==> src/logic/periodic_timer_defs.vh <==
// Register map, field positions and reset values of the periodic timer
`ifndef PERIODIC_TIMER_DEFS_VH
`define PERIODIC_TIMER_DEFS_VH

`define PT_OFS_CTRL0      8'h00
`define PT_OFS_CTRL1      8'h04
`define PT_OFS_CNT_LO     8'h08
`define PT_OFS_CNT_HI     8'h0C
`define PT_OFS_CMPA_LO    8'h10
`define PT_OFS_CMPA_HI    8'h14
`define PT_OFS_CMPP_LO    8'h18
`define PT_OFS_CMPP_HI    8'h1C
`define PT_OFS_FLAGS      8'h20

`define PT_C0_PAUSE       7
`define PT_C0_CLK_HI      6
`define PT_C0_CLK_LO      4
`define PT_C0_RUN         3
`define PT_C1_MODE_HI     7
`define PT_C1_MODE_LO     6
`define PT_C1_FUNC_HI     5
`define PT_C1_FUNC_LO     4
`define PT_C1_INIT        3
`define PT_C1_INV         2
`define PT_C1_CAPSRC      1
`define PT_C1_CLRSEL      0

`define PT_C0_MASK        8'hF8
`define PT_C0_RESET       8'h00
`define PT_C1_RESET       8'h00
`define PT_CNT_RESET      10'h000

`define PT_MODE_CMP       2'b00
`define PT_MODE_CAP       2'b01
`define PT_MODE_PWM       2'b10
`define PT_MODE_TMR       2'b11

`define PT_CK_SYS4        3'b000
`define PT_CK_SYS         3'b001
`define PT_CK_H16         3'b010
`define PT_CK_H64         3'b011
`define PT_CK_TB0         3'b100
`define PT_CK_TB1         3'b101
`define PT_CK_EXTR        3'b110
`define PT_CK_EXTF        3'b111

`define PT_DIV_SYS        4
`define PT_DIV_H16        16
`define PT_DIV_H64        64

`endif

==> src/logic/pin_sync.v <==
// Two flip-flop synchroniser with edge outputs taken after the second stage
`timescale 1ns/100ps
module pin_sync (
	// Clock and reset
	input  wire hclk,
	input  wire hresetn,
	input  wire clk_en,
	// Pin and result
	input  wire pin,
	output reg  level,
	output wire rise,
	output wire fall
);
	reg meta_q;
	reg prev_q;

	always @(posedge hclk or negedge hresetn) begin
		if (!hresetn) begin
			meta_q <= 1'b0;
			level  <= 1'b0;
			prev_q <= 1'b0;
		end else if (clk_en) begin
			meta_q <= pin;
			level  <= meta_q;
			prev_q <= level;
		end
	end

	assign rise = clk_en & level & ~prev_q;
	assign fall = clk_en & ~level & prev_q;
endmodule

==> src/logic/periodic_timer.v <==
// Periodic timer: AHB-Lite registers, 10-bit counter, compare, capture, output
//
// Function
// - Pause bit high halts counting; clearing it resumes counting.
// - Pause keeps the counter value; counting resumes from it.
// - Clock field selects sys/4, sys, high/16, high/64, timebase, pin edges.
// - Rising edge of run bit zeroes the counter; run high enables counting.
// - Run falling stops counting and keeps the counter value.
// - Run rising edge resets output to initial level, compare/waveform modes.
// - Mode field: compare, capture, waveform/single pulse, plain timer.
// - Compare mode A match: output unchanged, low, high or toggled.
// - Waveform mode function: inactive, active, periodic waveform, single pulse.
// - Capture mode function: rising, falling, both edges, disabled.
// - Initial-level bit: start level in compare, active level in waveform.
// - Requested level equal to initial level gives no visible change.
// - Invert bit inverts the output pin, except in plain timer and capture modes.
// - Capture source is capture pin when 0, external clock pin when 1.
// - Clear-select 1 clears on A match; 0 on P match or overflow.
// - Overflow clears only when compare P is zero and, in compare and timer modes, clear-select is 0.
// - Clear-select is ignored in waveform, single pulse and capture modes.
// - Counter readable as low byte and two high bits; upper bits zero.
// - Compare A and P are read/write 10-bit values split low/high.
// - Plain timer mode leaves output undriven; initial level unused.
// - 10-bit up counter compared continuously with A and P.
// - Compare mode, clear-select low: both A and P flags raised.
// - Compare mode, clear-select high: only the A flag raised.
//
// Chosen here: the AHB-Lite register port and the address map.
`timescale 1ns/100ps
`include "periodic_timer_defs.vh"
module periodic_timer #(
	parameter CNT_W = 10
) (
	// Clock, reset, enable
	input  wire        hclk,
	input  wire        hresetn,
	input  wire        clk_en,
	// AHB-Lite slave
	input  wire        hsel,
	input  wire [31:0] haddr,
	input  wire [1:0]  htrans,
	input  wire        hwrite,
	input  wire [2:0]  hsize,
	input  wire [31:0] hwdata,
	input  wire        hready,
	output wire        hreadyout,
	output reg  [31:0] hrdata,
	output wire        hresp,
	// Clock ticks from elsewhere on hclk
	input  wire        high_speed_tick,
	input  wire        timebase_tick,
	// Pins
	input  wire        external_clock_pin,
	input  wire        capture_input_pin,
	output reg         timer_output_pin,
	output wire        timer_output_oe,
	// Events
	output reg         compare_a_flag,
	output reg         compare_p_flag,
	output reg         capture_event
);
	reg  [7:0]       ctrl0_q;
	reg  [7:0]       ctrl1_q;
	reg  [CNT_W-1:0] cnt_q;
	reg  [CNT_W-1:0] cmpa_q;
	reg  [CNT_W-1:0] cmpp_q;
	reg  [CNT_W-1:0] cap_q;
	reg  [1:0]       flags_q;
	reg              run_prev_q;
	reg              wave_q;
	reg              pulse_done_q;
	reg  [1:0]       sys_div_q;
	reg  [5:0]       h_div_q;
	reg              wr_q;
	reg  [7:0]       wa_q;

	wire       pause   = ctrl0_q[`PT_C0_PAUSE];
	wire [2:0] ck_sel  = ctrl0_q[`PT_C0_CLK_HI:`PT_C0_CLK_LO];
	wire       run     = ctrl0_q[`PT_C0_RUN];
	wire [1:0] mode    = ctrl1_q[`PT_C1_MODE_HI:`PT_C1_MODE_LO];
	wire [1:0] func    = ctrl1_q[`PT_C1_FUNC_HI:`PT_C1_FUNC_LO];
	wire       init    = ctrl1_q[`PT_C1_INIT];
	wire       inv     = ctrl1_q[`PT_C1_INV];
	wire       capsrc  = ctrl1_q[`PT_C1_CAPSRC];
	wire       clrsel  = ctrl1_q[`PT_C1_CLRSEL];

	// Pin synchronisers
	wire ext_lvl, ext_rise, ext_fall;
	wire cap_lvl, cap_rise, cap_fall;
	pin_sync u_ext (
		.hclk    (hclk),
		.hresetn (hresetn),
		.clk_en  (clk_en),
		.pin     (external_clock_pin),
		.level   (ext_lvl),
		.rise    (ext_rise),
		.fall    (ext_fall)
	);
	pin_sync u_cap (
		.hclk    (hclk),
		.hresetn (hresetn),
		.clk_en  (clk_en),
		.pin     (capture_input_pin),
		.level   (cap_lvl),
		.rise    (cap_rise),
		.fall    (cap_fall)
	);

	// AHB-Lite: zero wait states, always OKAY
	assign hreadyout = 1'b1;
	assign hresp     = 1'b0;
	wire   ahb_go    = hsel & hready & htrans[1];
	wire   run_rise  = run & ~run_prev_q;

	// Write data phase
	always @(posedge hclk or negedge hresetn) begin
		if (!hresetn) begin
			wr_q <= 1'b0;
			wa_q <= 8'h00;
		end else if (clk_en) begin
			wr_q <= ahb_go & hwrite;
			wa_q <= haddr[7:0];
		end
	end

	always @(posedge hclk or negedge hresetn) begin
		if (!hresetn) begin
			ctrl0_q <= `PT_C0_RESET;
			ctrl1_q <= `PT_C1_RESET;
			cmpa_q  <= `PT_CNT_RESET;
			cmpp_q  <= `PT_CNT_RESET;
		end else if (clk_en && wr_q) begin
			case (wa_q)
			`PT_OFS_CTRL0: ctrl0_q <= hwdata[7:0] & `PT_C0_MASK;
			`PT_OFS_CTRL1: ctrl1_q <= hwdata[7:0];
			`PT_OFS_CMPA_LO: cmpa_q[7:0] <= hwdata[7:0];
			`PT_OFS_CMPA_HI: cmpa_q[9:8] <= hwdata[1:0];
			`PT_OFS_CMPP_LO: cmpp_q[7:0] <= hwdata[7:0];
			`PT_OFS_CMPP_HI: cmpp_q[9:8] <= hwdata[1:0];
			default: ;
			endcase
		end
	end

	// Read data registered at the address phase
	always @(posedge hclk or negedge hresetn) begin
		if (!hresetn) begin
			hrdata <= 32'h0000_0000;
		end else if (clk_en && ahb_go && !hwrite) begin
			case (haddr[7:0])
			`PT_OFS_CTRL0:   hrdata <= {24'h00_0000, ctrl0_q};
			`PT_OFS_CTRL1:   hrdata <= {24'h00_0000, ctrl1_q};
			`PT_OFS_CNT_LO:  hrdata <= {24'h00_0000, cnt_q[7:0]};
			`PT_OFS_CNT_HI:  hrdata <= {30'h0000_0000, cnt_q[9:8]};
			`PT_OFS_CMPA_LO: hrdata <= {24'h00_0000, cmpa_q[7:0]};
			`PT_OFS_CMPA_HI: hrdata <= {30'h0000_0000, cmpa_q[9:8]};
			`PT_OFS_CMPP_LO: hrdata <= {24'h00_0000, cmpp_q[7:0]};
			`PT_OFS_CMPP_HI: hrdata <= {30'h0000_0000, cmpp_q[9:8]};
			`PT_OFS_FLAGS:
				hrdata <= {6'h00, cap_q, 14'h0000, flags_q};
			default:         hrdata <= 32'h0000_0000;
			endcase
		end
	end

	// Internal clock dividers
	always @(posedge hclk or negedge hresetn) begin
		if (!hresetn) begin
			sys_div_q <= 2'b00;
			h_div_q   <= 6'h00;
		end else if (clk_en) begin
			sys_div_q <= sys_div_q + 2'b01;
			if (high_speed_tick)
				h_div_q <= h_div_q + 6'h01;
		end
	end

	reg tick;
	always @* begin
		case (ck_sel)
		`PT_CK_SYS4: tick = (sys_div_q == 2'b11);
		`PT_CK_SYS:  tick = 1'b1;
		`PT_CK_H16:  tick = high_speed_tick & (h_div_q[3:0] == 4'hF);
		`PT_CK_H64:  tick = high_speed_tick & (h_div_q == 6'h3F);
		`PT_CK_TB0:  tick = timebase_tick;
		`PT_CK_TB1:  tick = timebase_tick;
		`PT_CK_EXTR: tick = ext_rise;
		`PT_CK_EXTF: tick = ext_fall;
		default:     tick = 1'b0;
		endcase
	end

	// Comparators and clearing
	wire counting = run & ~pause & tick;
	wire match_a  = counting & (cnt_q == cmpa_q) &
		(cmpa_q != 10'h000);
	wire match_p  = counting & (cnt_q == cmpp_q);
	wire ovf      = counting & (&cnt_q);
	wire cmp_like = (mode == `PT_MODE_CMP) | (mode == `PT_MODE_TMR);
	wire pwm_mode = (mode == `PT_MODE_PWM);
	reg  clear_cnt;
	always @* begin
		if (cmp_like)
			clear_cnt = clrsel ? match_a :
				(cmpp_q == 10'h000 ? ovf : match_p);
		else
			// A zero period runs the full range instead of clearing each tick
			clear_cnt = (cmpp_q == 10'h000) ? ovf : match_p;
	end

	always @(posedge hclk or negedge hresetn) begin
		if (!hresetn) begin
			cnt_q      <= `PT_CNT_RESET;
			run_prev_q <= 1'b0;
		end else if (clk_en) begin
			run_prev_q <= run;
			if (run_rise)
				cnt_q <= `PT_CNT_RESET;
			else if (clear_cnt || (pwm_mode && pulse_done_q))
				cnt_q <= `PT_CNT_RESET;
			else if (counting)
				cnt_q <= cnt_q + 10'h001;
		end
	end

	// Match events; sticky flags cleared by write-one, set wins
	wire ev_a = match_a & (mode != `PT_MODE_CAP);
	wire ev_p = match_p & (mode != `PT_MODE_CAP) &
		~(cmp_like & clrsel);
	wire fclr = wr_q & (wa_q == `PT_OFS_FLAGS);
	always @(posedge hclk or negedge hresetn) begin
		if (!hresetn) begin
			compare_a_flag <= 1'b0;
			compare_p_flag <= 1'b0;
			flags_q        <= 2'b00;
		end else if (clk_en) begin
			compare_a_flag <= ev_a;
			compare_p_flag <= ev_p;
			flags_q[0] <= ev_a | (flags_q[0] & ~(fclr & hwdata[0]));
			flags_q[1] <= ev_p | (flags_q[1] & ~(fclr & hwdata[1]));
		end
	end

	// Capture
	wire c_rise = capsrc ? ext_rise : cap_rise;
	wire c_fall = capsrc ? ext_fall : cap_fall;
	reg  cap_hit;
	always @* begin
		case (func)
		2'b00:   cap_hit = c_rise;
		2'b01:   cap_hit = c_fall;
		2'b10:   cap_hit = c_rise | c_fall;
		default: cap_hit = 1'b0;
		endcase
	end
	wire cap_ev = (mode == `PT_MODE_CAP) & run & cap_hit;
	always @(posedge hclk or negedge hresetn) begin
		if (!hresetn) begin
			cap_q         <= `PT_CNT_RESET;
			capture_event <= 1'b0;
		end else if (clk_en) begin
			capture_event <= cap_ev;
			if (cap_ev)
				cap_q <= cnt_q;
		end
	end

	// Output waveform, before polarity
	always @(posedge hclk or negedge hresetn) begin
		if (!hresetn) begin
			wave_q       <= 1'b0;
			pulse_done_q <= 1'b0;
		end else if (clk_en) begin
			if (run_rise) begin
				wave_q       <= init;
				pulse_done_q <= 1'b0;
			end else if (mode == `PT_MODE_CMP && ev_a) begin
				case (func)
				2'b01:   wave_q <= 1'b0;
				2'b10:   wave_q <= 1'b1;
				2'b11:   wave_q <= ~wave_q;
				default: wave_q <= wave_q;
				endcase
			end else if (pwm_mode) begin
				case (func)
				2'b00: wave_q <= ~init;
				2'b01: wave_q <= init;
				2'b10: begin
					if (clear_cnt)
						wave_q <= init;
					else if (match_a)
						wave_q <= ~init;
				end
				default: begin
					if (match_a && !pulse_done_q) begin
						wave_q       <= ~init;
						pulse_done_q <= 1'b1;
					end else if (!pulse_done_q && run) begin
						wave_q <= init;
					end
				end
				endcase
			end
		end
	end

	// Single pulse idles once done; pin held low while not driving
	wire out_used = (mode == `PT_MODE_CMP) | pwm_mode;
	assign timer_output_oe = out_used;
	always @(posedge hclk or negedge hresetn) begin
		if (!hresetn)
			timer_output_pin <= 1'b0;
		else if (clk_en)
			timer_output_pin <= out_used ? (wave_q ^ inv) : 1'b0;
	end
endmodule

==> config.mk <==
export PLATFORM = sky130hd
export DESIGN_NAME = periodic_timer
export DESIGN_NICKNAME = d
export VERILOG_FILES = /design/src/logic/pin_sync.v /design/src/logic/periodic_timer.v
export VERILOG_INCLUDE_DIRS = /design/src /design/src/logic
export SDC_FILE = /design/constraint.sdc
export NUM_CORES = 1
export LEC_CHECK = 0
export BUFFER_PORTS_ARGS = -buffer_cell sky130_fd_sc_hd__buf_2
export CAP_MARGIN = 20
export CORE_MARGIN = 2
export CORE_UTILIZATION = 51
export DETAILED_ROUTE_END_ITERATION = 10
export PLACE_DENSITY_LB_ADDON = 0.1
export SYNTH_ARGS = -nofsm -noshare
export SYNTH_HDL_FRONTEND = slang
export SYNTH_SLANG_ARGS = --single-unit
export TNS_END_PERCENT = 100
==> constraint.sdc <==
create_clock -name hclk -period 7.6 [get_ports hclk]
set_input_delay 0.38 -clock hclk [delete_from_list [all_inputs] [get_ports hclk]]
set_output_delay 0.38 -clock hclk [all_outputs]
set_load 0.02 [all_outputs]
==> reports/metrics.cfg <==
[status]
status = complete, but fails checks
violations = hold timing

[sta]
period_needed_ps = 2670
fin_skew_ps = 8.97
setup_violations = 0
rsz0062_at_grt = false
max_freq_ghz = 0.375
tightest_slew_ps = 864
slew_viol_final = 0
hold_ws_ps = -16.7
hold_viol = 6
slew_headroom = 0.419
period_share = 0.351
tns_ps = 0

[synthesis]
synth_seq_cells = 103
synth_edf_count = 0
ys_async_sr_fraction = 1.00
yosysUniqueCellTypes = 74
yosysTopAreaCellShare = 0.474
yosys.area.top_type = dfrtp_1
synthFlopType = dfrtp_1
yosys_warnings = 0
netlist_area_mm2 = 0.00544
syn_inst = 487
yosysSeqAreaShare = 0.474
synth.area.top_cells = dfrtp_1 47%, mux2_2 12%, xor2_1 3.7%
syn_area_per_cell_um2 = 11.2

[layout]
antenna_cells = 0
design_area_mm2 = 0.00585
area_growth_pct = 7.59
nets = 607
drive_gt1_frac = 0.281

[global_route]
grt_pass1_wl_um = 20900
use_met1 = 0.359
grt_use_met2 = 0.366
overflow = 0
busiest_layer = met2
first_global_vias = 3701
grt_max_degree = 58
gr-usage-met3 = 0.0393
grt_use_total = 0.244
antenna_found_initial = 0

[clock_network]
cts_hold_buf = 0
cts_resized = 0
cts_setup_buffers = 0
cts_buffers = 9
insertion_delay_ps = 370
clockBufferDepth = 2
cts.sinks = 103
htree_levels = 3
path_clk_slew_ps = 100
cts_tree = done
cts-root-buf = clkbuf_8

[placement]
hpwl_um = 9820
place_area_mm2 = 0.00564
gp_congestion = 0.935
io_buffers = 49

[drt]
firstDrtPassIters = 4
postRouteAntennaNets = 0
routedWlPerCell_um = 19.9
viasPerCell = 5.85
vias = 3878
drt_iter0_markers = 365
wirelength_um = 13200
drcViolationCount = 0

[worst_setup_path]
worstPathRequired_ps = 7850
r2r-end = wave_q$_DFFE_PN0P_
timing.rr.start = cnt_q[0]$_DFFE_PN0P_
reg2reg_slack_ps = 4930
crit_type = register to register
arrival_ps = 2920
cp-end-kind = register
worstRegToRegCells = 8
crit_fanout = 8
crit_path_start_kind = register

[floorplan]
start_util = 0.527
fp.dieW_um = 107
core_area_mm2 = 0.0103
die_h_um = 107
die-area_mm2 = 0.0115
io_pins = 118
num_rows = 37

[power_and_ir_drop]
p_int_uw = 838
power.share.clock = 0.328
p_switching_uw = 304
p_per_area_mw_per_mm2 = 195
combPwrFrac = 0.122
sequentialPowerShare = 0.550
peakVddDrop_mv = 0.141
switching_share = 0.266
power.leakage_uw = 0.00281

[flow_run]
drv_cap = 0

[min_path]
holdCritPathClass = input pin to asynchronous set/reset pin

==> cell families (layout without fill, tap and decap cells) <==
family,Yosys count,in the layout,synth area share
AND/OR/NAND/NOR,149,149,0.156
flip-flops,103,103,0.474
AO/OA/AOI/OAI,81,81,0.115
multiplexers,62,62,0.127
buffers and inverters,51,77,0.0603
XOR/XNOR,33,33,0.0531
adder cells (fa/ha/maj),6,6,0.0138
other,2,16,0.00138
==> synthesized netlist by cell type (3+ instances only) <==
library cell and number:
nand2_1 23, clkbuf_1 14, dfrtp_1 103, nor3_1 6, buf_6 5, a22o_1 15, mux2i_1 5, and3_1 5
a21oi_1 9, nand3_1 16, or2_2 3, a31oi_1 9, ha_1 6, xnor2_1 10, nor4_1 14, o31ai_1 3
o21ai_0 9, inv_1 8, xor2_1 23, o21ai_1 4, buf_4 18, nor2_1 37, a22oi_1 8, nand2b_1 5
clkbuf_8 3, and2b_1 3, nand4_1 8, mux2_2 57, a21o_1 3
==> flip-flops by register name, indices dropped and copies added, names as in the netlist, 2 cells and up <==
name / flops
cap_q: 10
cmpa_q: 10
cmpp_q: 10
cnt_q: 10
ctrl0_q: 5
ctrl1_q: 8
flags_q: 2
h_div_q: 6
hrdata: 18
sys_div_q: 2
wa_q: 8
==> worst max path at each step <==
stage | end | slack (ps) | cells past startpoint | from
final | wave_q$_DFFE_PN0P_ | 4930 | 8 | cnt_q[0]$_DFFE_PN0P_
after global routing | wave_q$_DFFE_PN0P_ | 4680 | 8 | cnt_q[9]$_DFFE_PN0P_
after CTS | wave_q$_DFFE_PN0P_ | 4950 | 8 | cnt_q[9]$_DFFE_PN0P_
after detailed placement | ctrl1_q[1]$_DFFE_PN0P_ | 4580 | 7 | clk_en
after global placement | ctrl1_q[2]$_DFFE_PN0P_ | 4610 | 7 | clk_en
after floorplan | wave_q$_DFFE_PN0P_ | 5180 | 10 | h_div_q[0]$_DFFE_PN0P_
==> through the flow <==
| step | hold WS [ps] | setup WS (ps) | utilization | total power [uW] | std cells |
|---|---|---|---|---|---|
| 2_1_floorplan | 84.4 | 5180 | - | 731 | 501 |
| 3_3_place_gp | 409 | 4610 | 0.546 | 774 | 647 |
| 3_5_place_dp | 418 | 4580 | 0.546 | 780 | 647 |
| 4_1_cts | 10.6 | 4950 | 0.567 | 1150 | 663 |
| 5_1_grt | 36.9 | 4680 | 0.567 | 1200 | 663 |
| 6_report | -16.7 | 4930 | 0.567 | 1140 | 663 |
==> power groups by stage <==
| stage | Sequential [uW] | Combinational (uW) | Clock [uW] |
|---|---|---|---|
| 2_1_floorplan | 641 | 90.3 | 0 |
| 3_3_place_gp | 637 | 137 | 0 |
| 3_5_place_dp | 639 | 141 | 0 |
| 4_1_cts | 628 | 141 | 384 |
| 5_1_grt | 635 | 155 | 405 |
| 6_report | 628 | 139 | 374 |
==> area by class of cell <==
type | count | area (um^2)
Clock buffer | 11 | 131
Clock inverter | 5 | 82.6
Fill cell | 894 | 4470
Inverter | 9 | 33.8
Multi-Input combinational cell | 347 | 2590
Sequential cell | 103 | 2580
Tap cell | 136 | 170
Timing Repair Buffer | 52 | 270
==> cell usage in the layout (no fill, tap or decap), drive strengths merged, types with 3 or more instances in the layout <==
cell and instances:
a2111oi 4, a21o 3, a21oi 9, a22o 16, a22oi 8, a31oi 9
and2b 3, and3 5, buf 52, clkbuf 11, clkinv 3, conb 16
dfrtp 103, ha 6, inv 9, mux2 57, mux2i 5, nand2 24
nand2b 5, nand3 17, nand4 8, nor2 39, nor2b 4, nor3 8
nor3b 3, nor4 15, o21ai 13, o31ai 3, or2 3, or4 3
xnor2 10, xor2 23
==> metal layers <==
layer / part of all wire / routed length, um
met1: 0.48 / 6280
met2: 0.45 / 5920
met3: 0.061 / 809
met4: 0.014 / 180
met5: 0 / 0
==> worst max-delay path: stages, from the launching register on <==
cell and delay (ps):
dfrtp_1 540, xor2_1 240, nor4_1 320, nand4_1 260, nor3_2 310, mux2i_1 280, o21ai_1 110, a2111oi_0 390
a211oi_1 90
Power figures use the tool's default switching activity.
